## src/fps_map.svh

```systemverilog
// Constants for the flash program and erase host controller.
`ifndef FPS_MAP_SVH
`define FPS_MAP_SVH

// ----------------------------------------
// Clock, timing, status bits and sector field
// ----------------------------------------
`define FPS_CLK_MHZ 250
`define FPS_PROG_MAX_US 210
`define FPS_CHIP_MAX_S 24
`define FPS_SECT_MAX_S 8
`define FPS_LOAD_US 100
`define FPS_PROT_US 10
`define FPS_UNPROT_MS 12
`define FPS_OELEAD_US 4
`define FPS_CYC_US(x) ((x) * `FPS_CLK_MHZ)
`define FPS_STROBE_CYC 16
`define FPS_TOGGLE_BIT 6
`define FPS_POLL_BIT 7
`define FPS_SECT_LO 13
`define FPS_SECT_HI 16

`endif

```

## src/fps_pkg.sv

```systemverilog
// Types for the flash program and erase host controller.
package fps_pkg;
    typedef enum logic [3:0] {
        FPS_IDLE = 4'h0,
        FPS_CMD = 4'h1,
        FPS_CMD_GAP = 4'h2,
        FPS_LOAD = 4'h3,
        FPS_READ = 4'h4,
        FPS_READ_GAP = 4'h5,
        FPS_OE_LEAD = 4'h6,
        FPS_PULSE = 4'h7,
        FPS_DONE = 4'h8
    } fps_state_e;

    typedef enum logic [2:0] {
        FPS_OP_PROG = 3'h0,
        FPS_OP_CHIP = 3'h1,
        FPS_OP_SECT = 3'h2,
        FPS_OP_PROT = 3'h3,
        FPS_OP_UNPROT = 3'h4
    } fps_op_e;
endpackage

```

## src/fps_host.sv

```systemverilog
// Host controller that drives the flash pins for program, erase, protect.
`timescale 1ns/1ps
`include "fps_map.svh"

module fps_host
    import fps_pkg::*;
#(
    parameter longint unsigned CHIP_CYC =
        64'(`FPS_CHIP_MAX_S) * 1000000 * `FPS_CLK_MHZ,
    parameter longint unsigned SECT_CYC =
        64'(`FPS_SECT_MAX_S) * 1000000 * `FPS_CLK_MHZ,
    parameter int unsigned PROG_CYC = `FPS_CYC_US(`FPS_PROG_MAX_US),
    parameter int unsigned LOAD_CYC = `FPS_CYC_US(`FPS_LOAD_US),
    parameter int unsigned PROT_CYC = `FPS_CYC_US(`FPS_PROT_US),
    parameter int unsigned UNPROT_CYC = `FPS_CYC_US(`FPS_UNPROT_MS * 1000),
    parameter int unsigned OELEAD_CYC = `FPS_CYC_US(`FPS_OELEAD_US)
) (
    // Clock and reset.
    input wire logic i_clock,
    input wire logic i_rstn,
    // User request and status.
    input wire logic i_start,
    input wire logic [2:0] i_op,
    input wire logic [16:0] i_addr,
    input wire logic [7:0] i_data,
    input wire logic i_use_toggle,
    output logic o_busy,
    output logic o_done,
    output logic o_timeout,
    // Flash pins.
    output logic [16:0] o_flash_addr,
    input wire logic [7:0] i_flash_dq,
    output logic [7:0] o_flash_dq,
    output logic o_flash_dq_oe,
    output logic o_flash_ce_n,
    output logic o_flash_oe_n,
    output logic o_flash_we_n
);

    // ----------------------------------------
    // Command tables and helpers
    // ----------------------------------------
    // Returns the address of command write k for the given operation.
    function automatic logic [16:0] cmd_addr(input logic [2:0] op,
                                            input logic [2:0] k,
                                            input logic [16:0] a);
        logic [16:0] r;
        r = (k == 3'h1 || k == 3'h4) ? 17'h002AA : 17'h00555;
        if (op == FPS_OP_PROG && k == 3'h3) begin
            r = a;
        end else if (op == FPS_OP_SECT && k == 3'h5) begin
            r = {a[`FPS_SECT_HI:`FPS_SECT_LO], 13'h0000};
        end
        return r;
    endfunction

    // Returns the data of command write k for the given operation.
    function automatic logic [7:0] cmd_data(input logic [2:0] op,
                                           input logic [2:0] k,
                                           input logic [7:0] d);
        logic [7:0] r;
        case (k)
            3'h0: r = 8'hAA;
            3'h1: r = 8'h55;
            3'h2: r = (op == FPS_OP_PROG) ? 8'hA0 : 8'h80;
            3'h3: r = (op == FPS_OP_PROG) ? d : 8'hAA;
            3'h4: r = 8'h55;
            default: r = (op == FPS_OP_SECT) ? 8'h30 : 8'h10;
        endcase
        return r;
    endfunction

    // Number of command writes minus one for an operation.
    function automatic logic [2:0] cmd_last(input logic [2:0] op);
        return (op == FPS_OP_PROG) ? 3'h3 : 3'h5;
    endfunction

    fps_state_e state_ff;
    logic [2:0] op_ff;
    logic [2:0] idx_ff;
    logic [16:0] addr_ff;
    logic [7:0] data_ff;
    logic tog_ff;
    logic [7:0] prev_ff;
    logic have_prev_ff;
    logic [32:0] cnt_ff; // Wide enough for the longest chip erase.
    logic [32:0] wait_ff;
    logic [4:0] stb_ff;
    logic done_now;
    logic [32:0] op_limit;

    // Completion test on the sampled status byte.
    always_comb begin
        if (tog_ff) begin
            done_now = have_prev_ff && (prev_ff[`FPS_TOGGLE_BIT] ==
                i_flash_dq[`FPS_TOGGLE_BIT]);
        end else if (op_ff == FPS_OP_PROG) begin
            done_now = (i_flash_dq[`FPS_POLL_BIT] ==
                data_ff[`FPS_POLL_BIT]);
        end else begin
            done_now = i_flash_dq[`FPS_POLL_BIT];
        end
    end

    // Longest time allowed for the running operation.
    always_comb begin
        case (op_ff)
            FPS_OP_CHIP: op_limit = 33'(CHIP_CYC);
            FPS_OP_SECT: op_limit = 33'(SECT_CYC + LOAD_CYC);
            default: op_limit = 33'(PROG_CYC);
        endcase
    end

    // ----------------------------------------
    // Sequencer
    // ----------------------------------------
    // Main state machine; each strobe phase lasts a fixed cycle count.
    always_ff @(posedge i_clock) begin
        if (!i_rstn) begin
            state_ff <= FPS_IDLE;
            op_ff <= FPS_OP_PROG;
            idx_ff <= 3'h0;
            addr_ff <= 17'h00000;
            data_ff <= 8'h00;
            tog_ff <= 1'b0;
            stb_ff <= 5'h00;
            wait_ff <= 33'h0;
            prev_ff <= 8'h00;
            have_prev_ff <= 1'b0;
        end else begin
            case (state_ff)
                FPS_IDLE: begin
                    stb_ff <= 5'h00;
                    idx_ff <= 3'h0;
                    have_prev_ff <= 1'b0;
                    if (i_start) begin
                        op_ff <= i_op;
                        addr_ff <= i_addr;
                        data_ff <= i_data;
                        tog_ff <= i_use_toggle;
                        wait_ff <= 33'h0;
                        state_ff <= (i_op == FPS_OP_PROT ||
                            i_op == FPS_OP_UNPROT) ? FPS_OE_LEAD : FPS_CMD;
                    end
                end
                FPS_CMD: begin
                    stb_ff <= stb_ff + 5'h01;
                    if (stb_ff == 5'(`FPS_STROBE_CYC - 1)) begin
                        stb_ff <= 5'h00;
                        state_ff <= FPS_CMD_GAP;
                    end
                end
                FPS_CMD_GAP: begin
                    stb_ff <= stb_ff + 5'h01;
                    if (stb_ff == 5'(`FPS_STROBE_CYC - 1)) begin
                        stb_ff <= 5'h00;
                        if (idx_ff == cmd_last(op_ff)) begin
                            state_ff <= (op_ff == FPS_OP_SECT) ?
                                FPS_LOAD : FPS_READ;
                        end else begin
                            idx_ff <= idx_ff + 3'h1;
                            state_ff <= FPS_CMD;
                        end
                    end
                end
                FPS_LOAD: begin
                    wait_ff <= wait_ff + 33'h1;
                    if (wait_ff >= LOAD_CYC - 1) begin
                        state_ff <= FPS_READ;
                    end
                end
                FPS_READ: begin
                    stb_ff <= stb_ff + 5'h01;
                    wait_ff <= wait_ff + 33'h1;
                    if (stb_ff == 5'(`FPS_STROBE_CYC - 1)) begin
                        stb_ff <= 5'h00;
                        prev_ff <= i_flash_dq;
                        have_prev_ff <= 1'b1;
                        if (done_now) begin
                            state_ff <= FPS_DONE;
                        end else if (wait_ff >= op_limit) begin
                            state_ff <= FPS_DONE;
                        end else begin
                            state_ff <= FPS_READ_GAP;
                        end
                    end
                end
                FPS_READ_GAP: begin
                    stb_ff <= stb_ff + 5'h01;
                    wait_ff <= wait_ff + 33'h1;
                    if (stb_ff == 5'(`FPS_STROBE_CYC - 1)) begin
                        stb_ff <= 5'h00;
                        state_ff <= FPS_READ;
                    end
                end
                FPS_OE_LEAD: begin
                    wait_ff <= wait_ff + 33'h1;
                    if (wait_ff >= OELEAD_CYC - 1) begin
                        wait_ff <= 33'h0;
                        state_ff <= FPS_PULSE;
                    end
                end
                FPS_PULSE: begin
                    wait_ff <= wait_ff + 33'h1;
                    if (wait_ff >= ((op_ff == FPS_OP_PROT) ?
                        PROT_CYC : UNPROT_CYC) - 1) begin
                        state_ff <= FPS_DONE;
                    end
                end
                FPS_DONE: begin
                    state_ff <= FPS_IDLE;
                end
                default: begin
                    state_ff <= FPS_IDLE;
                end
            endcase
        end
    end

    // Counts poll cycles so a timeout can be reported.
    always_ff @(posedge i_clock) begin
        if (!i_rstn) begin
            cnt_ff <= 33'h0;
        end else if (state_ff == FPS_IDLE) begin
            cnt_ff <= 33'h0; // A protect run must not see an old count.
        end else begin
            cnt_ff <= (state_ff == FPS_READ) ? wait_ff : cnt_ff;
        end
    end

    // ----------------------------------------
    // Pin and status outputs
    // ----------------------------------------
    // Registered pin drive derived from the current state, one cycle behind it.
    always_ff @(posedge i_clock) begin
        if (!i_rstn) begin
            o_flash_addr <= 17'h00000;
            o_flash_dq <= 8'h00;
            o_flash_dq_oe <= 1'b0;
            o_flash_ce_n <= 1'b1;
            o_flash_oe_n <= 1'b1;
            o_flash_we_n <= 1'b1;
            o_busy <= 1'b0;
            o_done <= 1'b0;
            o_timeout <= 1'b0;
        end else begin
            o_busy <= (state_ff != FPS_IDLE);
            o_done <= (state_ff == FPS_DONE);
            o_timeout <= (state_ff == FPS_DONE) && (cnt_ff >= op_limit);
            o_flash_ce_n <= !(state_ff == FPS_CMD || state_ff == FPS_READ ||
                state_ff == FPS_OE_LEAD || state_ff == FPS_PULSE);
            o_flash_we_n <= !(state_ff == FPS_CMD ||
                state_ff == FPS_PULSE);
            o_flash_oe_n <= !(state_ff == FPS_READ);
            o_flash_dq_oe <= (state_ff == FPS_CMD);
            o_flash_dq <= cmd_data(op_ff, idx_ff, data_ff);
            o_flash_addr <= (state_ff == FPS_READ) ? addr_ff :
                cmd_addr(op_ff, idx_ff, addr_ff);
        end
    end

    // ----------------------------------------
    // Checks
    // ----------------------------------------
    a_pulse_width: assert property (
        @(posedge i_clock) disable iff (!i_rstn)
        $rose(state_ff == FPS_PULSE) |-> (state_ff == FPS_PULSE)[*8])
        else $error("protect pulse ended too early");
    a_load_wait: assert property (
        @(posedge i_clock) disable iff (!i_rstn)
        (state_ff == FPS_LOAD && $past(state_ff) == FPS_CMD_GAP) |->
        (state_ff == FPS_LOAD)[*8])
        else $error("sector load window too short");
    a_oe_lead: assert property (
        @(posedge i_clock) disable iff (!i_rstn)
        $rose(state_ff == FPS_PULSE) |-> $past(state_ff) == FPS_OE_LEAD)
        else $error("write pulse without output enable lead");
    a_one_byte: assert property (
        @(posedge i_clock) disable iff (!i_rstn)
        (state_ff == FPS_CMD && op_ff == FPS_OP_PROG) |-> idx_ff <= 3'h3)
        else $error("program wrote more than one byte");
    a_done_pulse: assert property (
        @(posedge i_clock) disable iff (!i_rstn)
        o_done |=> !o_done)
        else $error("done held longer than a cycle");
    a_reset_idle: assert property (
        @(posedge i_clock)
        !i_rstn |=> state_ff == FPS_IDLE)
        else $error("not idle after reset");
    a_no_we_read: assert property (
        @(posedge i_clock) disable iff (!i_rstn)
        !(o_flash_we_n == 1'b0 && o_flash_oe_n == 1'b0))
        else $error("write and read strobes together");
    a_drive_cmd: assert property (
        @(posedge i_clock) disable iff (!i_rstn)
        o_flash_dq_oe |-> !o_flash_we_n)
        else $error("data driven outside a command write");

endmodule

```

## config.mk

```make
export PLATFORM = sky130hd
export DESIGN_NAME = fps_host
export DESIGN_NICKNAME = d
export VERILOG_FILES = /design/src/fps_pkg.sv /design/src/fps_host.sv
export VERILOG_INCLUDE_DIRS = /design/src /design/src/src
export SDC_FILE = /design/constraint.sdc
export NUM_CORES = 1
export LEC_CHECK = 0
export ABC_CLOCK_PERIOD_IN_PS = 5920
export BUFFER_PORTS_ARGS = -buffer_cell sky130_fd_sc_hd__buf_2
export CAP_MARGIN = 40
export CORE_ASPECT_RATIO = 1.2
export CORE_MARGIN = 1.5
export CORE_UTILIZATION = 60
export CTS_CLUSTER_DIAMETER = 50
export DETAILED_ROUTE_END_ITERATION = 8
export PLACE_DENSITY = 0.81
export SLEW_MARGIN = 15
export SYNTH_ARGS = -nofsm -noshare
export SYNTH_HDL_FRONTEND = slang
export SYNTH_SLANG_ARGS = --single-unit
```

## constraint.sdc

```tcl
create_clock -name i_clock -period 5.92 [get_ports i_clock]
set_input_delay 1.184 -clock i_clock [delete_from_list [all_inputs] [get_ports i_clock]]
set_output_delay 1.184 -clock i_clock [all_outputs]
set_load 0.03 [all_outputs]
```

==> qor.csv <==
metric,value,unit
Clock power frac,0.348,
Hold Crit Class,reg -> reg,
vias per cell,5.83,
pin count of the biggest net entering global routing,36,
Die Width,103,µm
HPWL after DPL,11800,µm
area of the multi-input gates,4160,µm²
DRC viols,0,
Tcrit/Tclk final,0.660,
"Clk Latency, worst-skew pair",0.42,ns
VDD IR max,0.245,mV
GR Overflow Total,0,
Required @ worst endpoint,6.23,ns
Setup WS pre-CTS,2.10,ns
area grow syn2layout,14.9,%
Wirelength per Cell,15.5,µm
crit path cell chain,or3b_2 > nand2_1 > inv_1 > ha_1 > or3_1 > o32a_1 > a2111oi_2 > a2111o_1 > a31oi_1 > mux2_2 > and4_1,
post-placement cell count,1065,
Slew Limit Headroom,0.424,
"Setup violations, final",0,
Arrival @ worst endpoint,4.22,ns
"Min Clock Period, post-route",3.90,ns
LEAKAGE,0.00340,µW
critical path endpoint category,register,
Worst Skew,0.00805,ns
post-synth cell types,67,
critical path class,reg -> reg,
H-Tree Depth,4,
Synth Register Bits,141,
final net count,1034,
synthesized instance count,878,
vias in the first global route,6053,
Pwr Density,370,nW/µm²
syn nets,985,
most frequent cells in the layout,"nand2_1, dfxtp_1, a21oi_1, nor2_1, ha_1",
"Top FF cell, synth",dfxtp_1,
final worst slack,2.02,ns
Worst-Margin Slew,0.842,ns
height of the die,123,µm
max-cap violations,0,
R2R Setup Slk,2.02,ns
final wirelength,17000,µm
Final Instance Count excl. Fillers,1097,
"commonest non-fill, non-tap cell in the layout",nand2_1,
Hold Fails Final Rpt,0,
Detail Route Antenna Nets,0,
# IOs,72,
core area,11600,µm²
CP startpoint kind,register,
number of cells upsized or downsized after cts,0,
slowest cell on the critical path,or3b_2,
num rows,43,
clock tree root driver cell,clkbuf_16,
gpl congestion,0.874,
sequential share of power,0.364,
CP max stage delay,0.60,ns
hold_buf cts,0,
Post-synth ARST share,0,
clock tree buffer depth,2,
Syn. warnings,0,
ANT cells,0,
syn_area_per_cell,8.22,µm²
Final Power,3070,µW
clk sinks,141,
setup TNS,0,ns
sequential share of the synthesized area,0.391,
Total GRT Usage,0.285,
outcome,finished clean,
clk slew on worst S/H paths,0.06,ns
CTS tree,built,
layout cells sized above 1,0.130,
Final Max Slew Viols,0,
Storage cell area,2820,µm²
Layout fillers,959,
first-pass GRT wire length,28200,µm
initial core utilization,0.621,
CTS Buf Count,17,
drt first pass iters,5,
total die area,12700,µm²
number of synthesized flops with an enable pin,0,
NetSw,1120,µW
RSZ-0062 raised after global routing,false,
Comb pwr share,0.288,
post-CTS setup buffer count,0,
port bufs,65,
vias,6398,
Syn Std Cell Area,7210,µm²
Switching Fraction,0.365,
initial drt markers,275,
CP max FO,16,
f_max,256,MHz
Pint,1950,µW
initial antenna violation count,0,
-- metrics by stage --
stage	util	area, µm²	hold slack [ns]
6_report	0.714	8290	0.450
5_1_grt	0.714	8290	0.474
4_1_cts	0.714	8290	0.451
3_5_place_dp	0.662	7700	0.440
3_3_place_gp	0.655	7610	0.438
2_1_floorplan	-	7210	0.430
-- critical path: cells and delay by family (launching register included) --
kind / cells / cell delay, ns
and+or+nand+nor: 4 / 1.40
adders and majority gates: 1 / 0.32
AOI/OAI and AO/OA: 4 / 0.99
muxes: 1 / 0.30
DFF: 1 / 0.40
buffers and inverters: 1 / 0.37
-- routing by layer --
metal  routed length [µm]  global-route usage
met5                    0                   0
met4                  514               0.137
met3                  831              0.0594
met2                 8530               0.490
met1                 7110               0.336
-- Yosys cell counts, types with 7 or more instances --
cell	instances	area, µm²
and2_1	7	43.8
nor4_1	8	50.1
o21ai_0	21	105
nand3_1	19	95.1
dfxtp_1	141	2820
nor3_1	13	65.1
nor2b_1	8	50.1
a31oi_1	8	50.1
inv_1	21	78.8
nand2_1	178	668
or3_1	7	43.8
ha_1	67	838
xnor2_1	16	140
nand4_1	17	106
nor2_1	75	282
xor2_1	18	158
a21oi_1	112	561
and3_1	11	68.8
clkbuf_1	35	131
-- kinds of logic after synthesis --
family | count (synthesis) | share of synthesized area
compound gates | 194 | 0.169
xor+xnor | 34 | 0.0413
fa+ha+maj | 67 | 0.116
buf+inv | 63 | 0.0338
flops | 141 | 0.391
mux | 4 | 0.00590
simple gates | 375 | 0.242
-- power by group through the flow --
stage / clock, µW / sequential (µW) / combinational, µW
3_5_place_dp: 0 / 1140 / 876
4_1_cts: 1080 / 1120 / 890
3_3_place_gp: 0 / 1130 / 798
2_1_floorplan: 0 / 1140 / 600
6_report: 1070 / 1120 / 884
5_1_grt: 1130 / 1130 / 982
-- flip-flops by register name, indices dropped and copies added (netlist names), 3 cells and up --
| register | cells |
|---|---|
| state_ff | 4 |
| o_flash_addr | 17 |
| data_ff | 8 |
| stb_ff | 5 |
| idx_ff | 3 |
| wait_ff | 33 |
| addr_ff | 17 |
| op_ff | 3 |
| o_flash_dq | 8 |
| cnt_ff | 33 |
-- final cells by class --
type | instances | area share
repair buffers | 72 | 0.0528
clock buffers | 17 | 0.0513
flip-flops and latches | 141 | 0.340
multi-input cells | 674 | 0.502
inverters | 21 | 0.00951
clock inverters | 15 | 0.0205
well taps | 157 | 0.0237
-- path summary, 6_finish.rpt --
| check | startpoint | endpoint | depth (start not counted) |
|---|---|---|---|
| max reg2reg | op_ff[0] | state_ff[3] | 11 |
| min reg2reg | addr_ff[14] | addr_ff[14] | 2 |
| max | op_ff[0] | state_ff[3] | 11 |
| min | addr_ff[14] | addr_ff[14] | 2 |
Power figures use the tool's default switching activity.
